File: config.mk
export PLATFORM = sky130hd
export DESIGN_NAME = mlls_regs
export DESIGN_NICKNAME = d
export VERILOG_FILES = /design/src/hw/mlls_pkg.sv /design/src/hw/mlls_cfg_if.sv /design/src/hw/mlls_monitor_route.sv /design/src/hw/mlls_regs.sv
export SDC_FILE = /design/constraint.sdc
export NUM_CORES = 1
export LEC_CHECK = 0
export CORE_MARGIN = 1
export CORE_UTILIZATION = 31
export CTS_CLUSTER_DIAMETER = 50
export DETAILED_ROUTE_END_ITERATION = 6
export DONT_BUFFER_PORTS = 1
export PLACE_DENSITY = 0.52
export SETUP_SLACK_MARGIN = 0.3
export SLEW_MARGIN = 40
export SYNTH_ARGS = -nofsm -noshare
export SYNTH_HDL_FRONTEND = slang
export SYNTH_SLANG_ARGS = --single-unit
File: constraint.sdc
create_clock -name sys_clk_in -period 1.8 [get_ports sys_clk_in]
set_input_delay 0.18 -clock sys_clk_in [delete_from_list [all_inputs] [get_ports sys_clk_in]]
set_output_delay 0.18 -clock sys_clk_in [all_outputs]
set_load 0.1 [all_outputs]
File: src/hw/mlls_pkg.sv
// shared constants of the monitor, loopback and loss-of-signal mode register slice
// assumes word-aligned register indices on a 32-bit classic Wishbone bus
package mlls_pkg;

	// ---------------------------------------------------------------
	// bus geometry
	// ---------------------------------------------------------------
	localparam int         ADR_W     = 8;
	localparam int         DAT_W     = 32;
	localparam int         SEL_W     = DAT_W / 8;
	localparam int         REG_W     = 8;
	localparam int         IDX_W     = 6;
	localparam int         IDX_LSB   = 2;
	localparam int         NCH       = 8;

	// ---------------------------------------------------------------
	// register indices, byte address is four times the index
	// ---------------------------------------------------------------
	localparam logic [IDX_W-1:0] IDX_SOFT_RESET = 6'h0A;
	localparam logic [IDX_W-1:0] IDX_MON_SEL    = 6'h0B;
	localparam logic [IDX_W-1:0] IDX_DLB        = 6'h0C;
	localparam logic [IDX_W-1:0] IDX_LOS_STD    = 6'h0D;

	// ---------------------------------------------------------------
	// reset values
	// ---------------------------------------------------------------
	localparam logic [REG_W-1:0] RST_SOFT_RESET = 8'h00;
	localparam logic [3:0]       RST_MON_SEL    = 4'h0;
	localparam logic [REG_W-1:0] RST_DLB        = 8'h00;
	localparam logic [REG_W-1:0] RST_LOS_STD    = 8'h00;

	// ---------------------------------------------------------------
	// monitor selector layout
	// ---------------------------------------------------------------
	localparam int         MON_SEL_W  = 4;
	localparam int         MON_TX_BIT = 3;
	localparam int         MON_CH_W   = 3;
	localparam logic [MON_CH_W-1:0] MON_CH_OFF = 3'h0;
	localparam logic [DAT_W-1:0]    RD_ZERO    = 32'h0000_0000;

endpackage : mlls_pkg

File: src/hw/mlls_cfg_if.sv
// monitor selector carried from the register slice to the monitor router
// assumes both ends share sys_clk_in
`timescale 1ns/1ps
interface mlls_cfg_if;
	logic [mlls_pkg::MON_SEL_W-1:0] mon_sel;

	modport regs  (output mon_sel);
	modport route (input  mon_sel);
endinterface : mlls_cfg_if

File: src/hw/mlls_monitor_route.sv
// monitor router: places the selected rx or tx path onto channel zero's receive data
// assumes line inputs already synchronised to sys_clk_in
`timescale 1ns/1ps
module mlls_monitor_route #(
	parameter int NCH = mlls_pkg::NCH
) (
	// clock and reset
	input  wire logic           sys_clk_in,
	input  wire logic           rst_in,
	// selector
	mlls_cfg_if.route           cfg,
	// line data
	input  wire logic [NCH-1:0] rx_line_in,
	input  wire logic [NCH-1:0] tx_line_in,
	// routed result
	output logic                ch0_rx_data_out,
	output logic                mon_active_out
);

	logic [mlls_pkg::MON_CH_W-1:0] ch;
	logic                          pick_tx;
	logic                          enabled;
	logic                          route_next;
	logic                          ch0_reg;
	logic                          active_reg;

	assign ch      = cfg.mon_sel[mlls_pkg::MON_CH_W-1:0];
	assign pick_tx = cfg.mon_sel[mlls_pkg::MON_TX_BIT];
	assign enabled = (ch != mlls_pkg::MON_CH_OFF);

	// ---------------------------------------------------------------
	// path selection
	// ---------------------------------------------------------------
	always_comb begin
		route_next = rx_line_in[0];
		if (enabled && pick_tx) begin
			route_next = tx_line_in[ch];
		end else if (enabled) begin
			route_next = rx_line_in[ch];
		end
	end

	always_ff @(posedge sys_clk_in) begin
		if (rst_in) begin
			ch0_reg <= 1'b0;
		end else begin
			ch0_reg <= route_next;
		end
	end

	always_ff @(posedge sys_clk_in) begin
		if (rst_in) begin
			active_reg <= 1'b0;
		end else begin
			active_reg <= enabled;
		end
	end

	assign ch0_rx_data_out = ch0_reg;
	assign mon_active_out  = active_reg;

	a_route_off_native: assert property (@(posedge sys_clk_in) disable iff (rst_in)
		!enabled |=> ch0_rx_data_out == $past(rx_line_in[0]))
		else $error("channel zero not restored while monitoring is off");

	a_route_rx_pick: assert property (@(posedge sys_clk_in) disable iff (rst_in)
		(enabled && !pick_tx) |=> ch0_rx_data_out == $past(rx_line_in[ch]))
		else $error("monitor did not carry the selected receive path");

	a_route_tx_pick: assert property (@(posedge sys_clk_in) disable iff (rst_in)
		(enabled && pick_tx) |=> ch0_rx_data_out == $past(tx_line_in[ch]))
		else $error("monitor did not carry the selected transmit path");

endmodule : mlls_monitor_route

File: src/hw/mlls_regs.sv
// register slice: monitor selector, digital loopback enables, loss-of-signal standards
// assumes a classic Wishbone master on sys_clk_in and asynchronous line and mode pins
//
// Functional notes
// selector 0000 disables monitoring; 0001..0111 monitor receive path of channel 1..7.
// selector 1000 disables monitoring; 1001..1111 monitor transmit path of channel 1..7.
// after reset, selector, loopback enables and standard selections are all zero.
// one bit per channel; one enables digital loopback, zero disables it.
// in T1 or J1 mode, standard bits ignored; T1.231 criteria always applied.
// in E1 mode, a one in bit n selects ETSI 300 233 for channel n.
// in E1 mode, a zero in bit n selects ITU G.775 for channel n.
// any write to the software reset register returns all registers to defaults.
// software writes zero to the upper four reserved selector bits.
// monitored path replaces channel zero receive data while monitoring is enabled.
//
// Added by the designer: the Wishbone interface to the registers.
`timescale 1ns/1ps
module mlls_regs #(
	parameter int NCH = mlls_pkg::NCH
) (
	// clock and reset
	input  wire logic                        sys_clk_in,
	input  wire logic                        rst_in,
	// wishbone slave
	input  wire logic                        wb_cyc_in,
	input  wire logic                        wb_stb_in,
	input  wire logic                        wb_we_in,
	input  wire logic [mlls_pkg::ADR_W-1:0]  wb_adr_in,
	input  wire logic [mlls_pkg::SEL_W-1:0]  wb_sel_in,
	input  wire logic [mlls_pkg::DAT_W-1:0]  wb_dat_in,
	output logic [mlls_pkg::DAT_W-1:0]       wb_dat_out,
	output logic                             wb_ack_out,
	// line mode pin, high for E1
	input  wire logic                        e1_mode_in,
	// line data pins
	input  wire logic [NCH-1:0]              rx_line_in,
	input  wire logic [NCH-1:0]              tx_line_in,
	// channel controls
	output logic [NCH-1:0]                   dig_loopback_en_out,
	output logic [NCH-1:0]                   los_etsi_out,
	output logic [NCH-1:0]                   los_g775_out,
	output logic [NCH-1:0]                   los_t1231_out,
	// monitor result
	output logic                             ch0_rx_data_out,
	output logic                             mon_active_out
);

	// ---------------------------------------------------------------
	// elaboration check
	// ---------------------------------------------------------------
	generate
		if (NCH != mlls_pkg::REG_W) begin : g_bad_nch
			$error("channel count must equal the register width");
		end
	endgenerate

	// ---------------------------------------------------------------
	// declarations
	// ---------------------------------------------------------------
	logic                              e1_meta_reg;
	logic                              e1_sync_reg;
	logic [NCH-1:0]                    rx_meta_reg;
	logic [NCH-1:0]                    rx_sync_reg;
	logic [NCH-1:0]                    tx_meta_reg;
	logic [NCH-1:0]                    tx_sync_reg;

	logic                              ack_reg;
	logic [mlls_pkg::DAT_W-1:0]        rdat_reg;
	logic [mlls_pkg::DAT_W-1:0]        rdat_next;
	logic [mlls_pkg::IDX_W-1:0]        idx;
	logic                              req;
	logic                              wr_fire;
	logic                              lane0;
	logic                              soft_wr;
	logic                              clr;

	logic [mlls_pkg::MON_SEL_W-1:0]    mon_sel_reg;
	logic [mlls_pkg::REG_W-1:0]        dlb_reg;
	logic [mlls_pkg::REG_W-1:0]        los_std_reg;
	logic [NCH-1:0]                    etsi_reg;
	logic [NCH-1:0]                    g775_reg;
	logic [NCH-1:0]                    t1231_reg;

	mlls_cfg_if cfg_bus ();

	// ---------------------------------------------------------------
	// input synchronisers
	// ---------------------------------------------------------------
	always_ff @(posedge sys_clk_in) begin
		if (rst_in) begin
			e1_meta_reg <= 1'b0;
			e1_sync_reg <= 1'b0;
		end else begin
			e1_meta_reg <= e1_mode_in;
			e1_sync_reg <= e1_meta_reg;
		end
	end

	always_ff @(posedge sys_clk_in) begin
		if (rst_in) begin
			rx_meta_reg <= '0;
			rx_sync_reg <= '0;
			tx_meta_reg <= '0;
			tx_sync_reg <= '0;
		end else begin
			rx_meta_reg <= rx_line_in;
			rx_sync_reg <= rx_meta_reg;
			tx_meta_reg <= tx_line_in;
			tx_sync_reg <= tx_meta_reg;
		end
	end

	// ---------------------------------------------------------------
	// bus decode
	// ---------------------------------------------------------------
	assign idx     = wb_adr_in[mlls_pkg::ADR_W-1:mlls_pkg::IDX_LSB];
	assign req     = wb_cyc_in && wb_stb_in;
	assign lane0   = wb_sel_in[0];
	// writes land on the edge where the master sees ack
	assign wr_fire = req && wb_we_in && ack_reg;
	// any write, whatever the byte lanes, triggers the soft reset
	assign soft_wr = wr_fire && (idx == mlls_pkg::IDX_SOFT_RESET);
	assign clr     = rst_in || soft_wr;

	always_ff @(posedge sys_clk_in) begin
		if (rst_in) begin
			ack_reg <= 1'b0;
		end else begin
			ack_reg <= req && !ack_reg;
		end
	end

	// ---------------------------------------------------------------
	// read mux, unmapped indices read zero
	// ---------------------------------------------------------------
	always_comb begin
		rdat_next = mlls_pkg::RD_ZERO;
		case (idx)
			mlls_pkg::IDX_SOFT_RESET: begin
				rdat_next[mlls_pkg::REG_W-1:0] = mlls_pkg::RST_SOFT_RESET;
			end
			mlls_pkg::IDX_MON_SEL: begin
				rdat_next[mlls_pkg::MON_SEL_W-1:0] = mon_sel_reg;
			end
			mlls_pkg::IDX_DLB: begin
				rdat_next[mlls_pkg::REG_W-1:0] = dlb_reg;
			end
			mlls_pkg::IDX_LOS_STD: begin
				rdat_next[mlls_pkg::REG_W-1:0] = los_std_reg;
			end
			default: begin
				rdat_next = mlls_pkg::RD_ZERO;
			end
		endcase
	end

	always_ff @(posedge sys_clk_in) begin
		if (rst_in) begin
			rdat_reg <= mlls_pkg::RD_ZERO;
		end else if (req && !ack_reg && !wb_we_in) begin
			rdat_reg <= rdat_next;
		end
	end

	// ---------------------------------------------------------------
	// configuration registers
	// ---------------------------------------------------------------
	// upper selector nibble is not stored, software keeps it zero
	always_ff @(posedge sys_clk_in) begin
		if (clr) begin
			mon_sel_reg <= mlls_pkg::RST_MON_SEL;
		end else if (wr_fire && lane0 && idx == mlls_pkg::IDX_MON_SEL) begin
			mon_sel_reg <= wb_dat_in[mlls_pkg::MON_SEL_W-1:0];
		end
	end

	always_ff @(posedge sys_clk_in) begin
		if (clr) begin
			dlb_reg <= mlls_pkg::RST_DLB;
		end else if (wr_fire && lane0 && idx == mlls_pkg::IDX_DLB) begin
			dlb_reg <= wb_dat_in[mlls_pkg::REG_W-1:0];
		end
	end

	always_ff @(posedge sys_clk_in) begin
		if (clr) begin
			los_std_reg <= mlls_pkg::RST_LOS_STD;
		end else if (wr_fire && lane0 && idx == mlls_pkg::IDX_LOS_STD) begin
			los_std_reg <= wb_dat_in[mlls_pkg::REG_W-1:0];
		end
	end

	// ---------------------------------------------------------------
	// loss-of-signal criterion per channel
	// ---------------------------------------------------------------
	always_ff @(posedge sys_clk_in) begin
		if (rst_in) begin
			etsi_reg  <= '0;
			g775_reg  <= '0;
			t1231_reg <= '0;
		end else if (e1_sync_reg) begin
			etsi_reg  <= los_std_reg[NCH-1:0];
			g775_reg  <= ~los_std_reg[NCH-1:0];
			t1231_reg <= '0;
		end else begin
			etsi_reg  <= '0;
			g775_reg  <= '0;
			t1231_reg <= '1;
		end
	end

	// ---------------------------------------------------------------
	// monitor routing
	// ---------------------------------------------------------------
	assign cfg_bus.mon_sel = mon_sel_reg;

	mlls_monitor_route #(
		.NCH (NCH)
	) u_route (
		.sys_clk_in      (sys_clk_in),
		.rst_in          (rst_in),
		.cfg             (cfg_bus.route),
		.rx_line_in      (rx_sync_reg),
		.tx_line_in      (tx_sync_reg),
		.ch0_rx_data_out (ch0_rx_data_out),
		.mon_active_out  (mon_active_out)
	);

	// ---------------------------------------------------------------
	// outputs
	// ---------------------------------------------------------------
	assign wb_ack_out          = ack_reg;
	assign wb_dat_out          = rdat_reg;
	assign dig_loopback_en_out = dlb_reg[NCH-1:0];
	assign los_etsi_out        = etsi_reg;
	assign los_g775_out        = g775_reg;
	assign los_t1231_out       = t1231_reg;

	// ---------------------------------------------------------------
	// checks
	// ---------------------------------------------------------------
	a_ack_single_pulse: assert property (@(posedge sys_clk_in) disable iff (rst_in)
		wb_ack_out |=> !wb_ack_out)
		else $error("ack held longer than one cycle");

	a_reset_clears_all: assert property (@(posedge sys_clk_in)
		rst_in |=> (dlb_reg == mlls_pkg::RST_DLB && los_std_reg == mlls_pkg::RST_LOS_STD
			&& mon_sel_reg == mlls_pkg::RST_MON_SEL))
		else $error("registers not cleared by reset");

	a_loopback_write: assert property (@(posedge sys_clk_in) disable iff (rst_in)
		(wr_fire && lane0 && idx == mlls_pkg::IDX_DLB)
			|=> dig_loopback_en_out == $past(wb_dat_in[NCH-1:0]))
		else $error("loopback enables differ from written value");

	a_soft_reset_all: assert property (@(posedge sys_clk_in) disable iff (rst_in)
		soft_wr |=> (dlb_reg == mlls_pkg::RST_DLB && los_std_reg == mlls_pkg::RST_LOS_STD
			&& mon_sel_reg == mlls_pkg::RST_MON_SEL))
		else $error("soft reset left a register set");

	a_t1_mode_fixed: assert property (@(posedge sys_clk_in) disable iff (rst_in)
		!e1_sync_reg |=> (los_t1231_out == '1 && los_etsi_out == '0 && los_g775_out == '0))
		else $error("T1 mode did not force T1.231 criteria");

	a_e1_etsi_pick: assert property (@(posedge sys_clk_in) disable iff (rst_in)
		e1_sync_reg |=> (los_etsi_out == $past(los_std_reg) && los_t1231_out == '0))
		else $error("E1 ETSI selection does not follow register");

	a_e1_g775_pick: assert property (@(posedge sys_clk_in) disable iff (rst_in)
		e1_sync_reg |=> (los_g775_out == ~$past(los_std_reg)))
		else $error("E1 G.775 selection does not follow register");

	a_mon_sel_read: assert property (@(posedge sys_clk_in) disable iff (rst_in)
		(req && !ack_reg && !wb_we_in && idx == mlls_pkg::IDX_MON_SEL)
			|=> (wb_ack_out
				&& wb_dat_out == {{(mlls_pkg::DAT_W-mlls_pkg::MON_SEL_W){1'b0}}, mon_sel_reg}))
		else $error("selector readback wrong or late");

	a_ack_answer: assert property (@(posedge sys_clk_in) disable iff (rst_in)
		(req && !ack_reg) |=> wb_ack_out)
		else $error("request not answered in the next cycle");

	a_mon_sel_write: assert property (@(posedge sys_clk_in) disable iff (rst_in)
		(wr_fire && lane0 && idx == mlls_pkg::IDX_MON_SEL)
			|=> mon_sel_reg == $past(wb_dat_in[mlls_pkg::MON_SEL_W-1:0]))
		else $error("selector differs from written value");

	a_los_std_write: assert property (@(posedge sys_clk_in) disable iff (rst_in)
		(wr_fire && lane0 && idx == mlls_pkg::IDX_LOS_STD)
			|=> los_std_reg == $past(wb_dat_in[mlls_pkg::REG_W-1:0]))
		else $error("standard selection differs from written value");

	a_dlb_read: assert property (@(posedge sys_clk_in) disable iff (rst_in)
		(req && !ack_reg && !wb_we_in && idx == mlls_pkg::IDX_DLB)
			|=> wb_dat_out == {{(mlls_pkg::DAT_W-mlls_pkg::REG_W){1'b0}}, dlb_reg})
		else $error("loopback readback wrong");

	a_srst_read_zero: assert property (@(posedge sys_clk_in) disable iff (rst_in)
		(req && !ack_reg && !wb_we_in && idx == mlls_pkg::IDX_SOFT_RESET)
			|=> wb_dat_out == mlls_pkg::RD_ZERO)
		else $error("software reset register did not read zero");

	a_mon_active_flag: assert property (@(posedge sys_clk_in) disable iff (rst_in)
		1'b1 |=> mon_active_out
			== ($past(mon_sel_reg[mlls_pkg::MON_CH_W-1:0]) != mlls_pkg::MON_CH_OFF))
		else $error("monitor active flag does not follow selector");

endmodule : mlls_regs

# ---- Yosys cells after proc, flatten, opt, wreduce, memory -nomap -nowiden
# Cells that the tools add are included.
dict set report op_classes {
  order_cmp 1
  eq_ne 4
  n_mux 9
  bitwise_logic 2
  reduce_logical 16
}
# operator count
set op_table {}
lappend op_table {{6-bit by 4-bit equality test with 1-bit output (second input constant)} 4}
lappend op_table {{4-bit one-hot mux with 3 select lines} 1}
lappend op_table {{1-bit logical AND} 11}
lappend op_table {{8-bit 2-to-1 mux} 1}
lappend op_table {{8-bit NOT} 1}
lappend op_table {{4-bit one-hot mux with 2 select lines} 1}
lappend op_table {{1-bit binary-select mux with 3-bit select} 2}
lappend op_table {{3-bit by 4-bit < comparator with 1-bit output (second input constant)} 1}
lappend op_table {{1-bit 2-to-1 mux} 4}
lappend op_table {{3-bit nonzero test} 1}
lappend op_table {{1-bit logical NOT} 2}
lappend op_table {{2-bit OR reduction} 1}
lappend op_table {{1-bit logical OR} 1}
lappend op_table {{1-bit NOT} 1}
dict set report word_totals {
  reg_bits 89
  in_bits 66
  output_inout_bits 67
  wordCells 48
}

# ---- Depth between registers and ports, before layout
dict set report depth {
  depth_word 5
  ltp_mapped 6
}

# ---- Cells and area by module
# Synthesis repeated with hierarchy kept, for this count alone.
dict set report unflattened {
  cells_unflattened 277
  hier_area_um2 3001.6
}
# mod instances cells_each area_per_inst_um2 seq_area_each_um2
set by_module_without_submodules {}
lappend by_module_without_submodules {mlls_regs 1 254 2788.9 1601.5}
lappend by_module_without_submodules {mlls_monitor_route 1 23 212.7 40.0}

# ---- Worst setup path before layout
# Ideal clock, no wire load.
dict set report synth_path {
  kind {reg2reg}
  from {register ack_reg, in the netlist wb_ack_out}
  to {register mon_sel_reg, in the netlist cfg_bus.mon_sel[0]}
  setup_ns 0.117
  arrival_time_ns 1.905
  path_slack_ns -0.222
  stages_incl_launch_ff 6
  path_buffers 1
  period_less_slack_ns 2.022
  cell_sequence {dfxtp_1 -> and4_1 -> buf_2 -> nand4_1 -> mux2i_1 -> nor2_1}
}
dict set report synth_between {
  elab_chain_len 3
  word_cells_on_any_way 5
  cone_classes {reduce/logical (5)}
}
# element line
set synth_rtl {}
lappend synth_rtl {{start, declared} mlls_regs.sv:67} ;# logic ack_reg;
lappend synth_rtl {{start signal, assigned} mlls_regs.sv:129} ;# ack_reg <= req && !ack_reg;
lappend synth_rtl {{1-bit logical AND *} mlls_regs.sv:120} ;# assign wr_fire = req && wb_we_in && ack_reg;
lappend synth_rtl {{1-bit logical AND (on tied branches)} {mlls_regs.sv:172, mlls_regs.sv:122}}
lappend synth_rtl {{1-bit logical AND / 1-bit logical OR (equally long branches)} {mlls_regs.sv:172, mlls_regs.sv:123}}
lappend synth_rtl {{end signal, assigned} mlls_regs.sv:171} ;# mon_sel_reg <= mlls_pkg::RST_MON_SEL;
lappend synth_rtl {{end signal, assigned} mlls_regs.sv:173} ;# mon_sel_reg <= wb_dat_in[mlls_pkg::MON_SEL_W-1:0];
lappend synth_rtl {{end, declared} mlls_regs.sv:77} ;# logic [mlls_pkg::MON_SEL_W-1:0] mon_sel_reg;
# Mark *: on every way between the ends. The rest lies on a longest branch, timed or not.
# A chain may end at the register's enable or synchronous reset.

# ---- Worst setup path after layout
dict set report layout_path {
  from {register ack_reg, in the netlist wb_ack_out}
  to {register rdat_reg, in the netlist wb_dat_out[0]}
}
dict set report layout_between {
  elab_chain_len 3
}
# element line
set layout_rtl {}
lappend layout_rtl {{1-bit logical NOT} mlls_regs.sv:160} ;# end else if (req && !ack_reg && !wb_we_in) begin
lappend layout_rtl {{1-bit logical AND (2 in a row)} mlls_regs.sv:160}
lappend layout_rtl {{end signal, assigned} mlls_regs.sv:159} ;# rdat_reg <= mlls_pkg::RD_ZERO;
lappend layout_rtl {{end signal, assigned} mlls_regs.sv:161} ;# rdat_reg <= rdat_next;
lappend layout_rtl {{end, declared} mlls_regs.sv:68} ;# logic [mlls_pkg::DAT_W-1:0] rdat_reg;
# Every way passes these cells.

==> reports/summary.txt <==
status: complete, no violations
Synth top area share: 0.526
Port Buf Inserts: 0
Vias/cell: 4.23
Pins Over Slew Limit: 0
CTS sink cnt: 80
RSZ-0062 raised after global routing: no
Synth cell types: 34
root buffer cell: clkbuf_8
worst r2r src: wb_ack_out$_SDFF_PP0_
Fmax: 708 MHz
ANT nets after route: 0
worst slack, placed: 0.329 ns
placed cells: 426
r2r setup slk: 0.39 ns
Clock Pin Slew Worst Setup and Hold Paths: 0.08 ns
worst hold path class: input pin to register
GPL Wtd Cong: 0.773
first-pass GRT wire length: 9250 µm
Hold Vio Cnt, Final: 0
CP required: 2.09 ns
H-tree Lvls: 3
CTS tree: done
Congestion Overflow GR: 0
largest net degree at the start of global routing: 41
iteration-0 DRC count of the detailed router: 26
Setup crit start: wb_ack_out$_SDFF_PP0_
# diodes: 0
end of the critical path: wb_dat_out[0]$_SDFFE_PP0P_
Overall Global Routing Usage: 0.121
die area: 10200 µm²
final cycle utilization of the critical path: 0.785
clock buffer depth: 2
GR peak layer: met2
LEAKAGE: 1.72 nW
Post-synth top cells: 80 x dfxtp_1, 37 x nor2_1, 35 x nor2b_1
Total Nets Final: 401
Yosys warning total: 0
ys flop type: dfxtp_1
ratio of cells with drive above 1 in the final layout: 0.244
1st-pass router iterations: 4
row cnt: 35
Design Area, Final: 3830 µm²
Max Cap Violations: 0
met2 Track Usage GR: 0.205
Final Instance Count excl. Fillers: 469
Arrival @ worst endpoint: 1.70 ns
Mapped Area: 3050 µm²
Critical Path Sink Type: register
Pwr Density: 1000 nW/µm²
dominant cell type by area after synthesis: dfxtp_1
vias in the first global route: 1842
startpoint types: register
WHS Path Cells: 2
initial antenna violation count: 0
Worst-Skew Late Latency: 0.34 ns
reg2reg end: wb_dat_out[0]$_SDFFE_PP0P_
count leader, synth: dfxtp_1
die height: 101 µm
Synth async-reset ratio: 0
R2R depth: 3
smallest setup slack after layout: 0.387 ns
Final setup viols: 0
DIE WIDTH: 101 µm
worst-margin pin slew: 0.579 ns
drc violations: 0
Peak VDD IR: 0.428 mV
Finished Core Util: 0.409
io pins: 133
GR Util met1: 0.136
Max-slew headroom: 0.615
#FFs+latches synth: 80
slowest stage delay, CP: 0.44 ns
Synth Area per Inst: 10.9 µm²
total core area: 9370 µm²
clock buffer count from CTS: 9
Max Fanout on Critical Path: 5
Syn-to-layout area delta: 25.7%
Period minus WS final: 1.41 ns
Seq/Total Area, Yosys: 0.526
critical-path cell list: or3_4, nor4_4, a22o_2
grt met3 use: 0.0423
Filler Cells Inserted: 967
Mapped Cells: 279
Initial Util: 0.325
Worst path slowest cell: or3_4
Final Skew: 0.0111 ns
TNS Setup: 0 ns
final WL: 5820 µm
Post-synth EDFFs: 0
largest cells by area after synthesis: dfxtp_1 53%, mux2i_1 7.9%, buf_4 7.9%, nor2b_1 7.2%, nor2_1 4.6%
Placement Cell Area: 3320 µm²
Crit Path Class: register to register
vias: 1986
HPWL Detailed: 4170 µm
routed len/inst: 12.4 µm
-- layout by cell type, fill, tap and decap left out, types with 2 or more instances in the layout --
cell / count
a21oi_1: 3
a221oi_2: 4
a22o_2: 4
a22oi_1: 4
and2_1: 10
buf_4: 39
bufinv_16: 2
clkbuf_8: 10
clkinv_2: 2
conb_1: 24
dfxtp_1: 77
dfxtp_4: 2
dlygate4sd3_1: 25
mux2i_1: 24
mux4_2: 2
nand2_1: 4
nand4_4: 2
nor2_1: 37
nor2b_1: 35
nor3_1: 3
nor3_2: 4
o2bb2ai_1: 4
-- stage by stage --
stage	total power, mW	hold slack (ns)
6_report	3.84	0.116
5_1_grt	4.00	0.0860
3_3_place_gp	2.37	0.250
2_1_floorplan	2.39	0.308
4_1_cts	3.89	0.0916
3_5_place_dp	2.37	0.256
-- worst min-delay path by stage --
stage	start	endpoint	slack [ns]
2_1_floorplan	e1_mode_in	e1_meta_reg$_SDFF_PP0_	0.31
3_3_place_gp	rst_in	los_t1231_out[6]$_SDFF_PP0_	0.25
3_5_place_dp	rst_in	los_t1231_out[6]$_SDFF_PP0_	0.26
4_1_cts	rst_in	wb_dat_out[1]$_SDFFE_PP0P_	0.09
5_1_grt	rst_in	wb_dat_out[1]$_SDFFE_PP0P_	0.09
6_report	rst_in	wb_dat_out[1]$_SDFFE_PP0P_	0.12
-- report_power, final --
part / internal (mW) / switching, mW
Combinational: 0.108 / 0.458
Clock: 0.820 / 0.625
Sequential: 1.81 / 0.0134
-- layer usage --
| metal | part of all wire | vias up |
|---|---|---|
| li1 | - | 987 |
| met1 | 0.42 | 916 |
| met2 | 0.50 | 72 |
| met3 | 0.075 | 11 |
| met4 | 0.014 | 0 |
| met5 | 0 | - |
-- worst max-delay path, delay by kind of cell (launching register included) --
| kind | cells | cell delay [ns] |
|---|---|---|
| DFF | 1 | 0.36 |
| AOI/OAI and AO/OA | 1 | 0.20 |
| and+or+nand+nor | 2 | 0.79 |
-- repair_timing --
action                     in CTS  in global routing
resized for setup               1                  3
hold endpoints to repair       60                  0
setup endpoints to repair       4                 21
cloned                          0                  0
buffers inserted                0                  1
pin swaps                       1                  1
hold buffers                   26                  0
-- layout make-up --
type                       instances  area, µm²  share of cell area
clock buffer                      11        141              0.0369
timing repair buffer              67        602               0.157
clock inverter                     5       78.8              0.0206
multi-input combinational        177       1230               0.323
sequential                        80       1610               0.421
tap                              129        161              0.0422
-- logic make-up (layout without fill, tap and decap cells) --
kind of cell	count (synthesis)	after routing	synth area share
DFF	80	80	0.526
and+or+nand+nor	104	104	0.211
other	1	24	0.00123
muxes	26	26	0.0937
buffers and inverters	45	83	0.100
AOI/OAI and AO/OA	23	23	0.0682
Power figures use the tool's default switching activity.
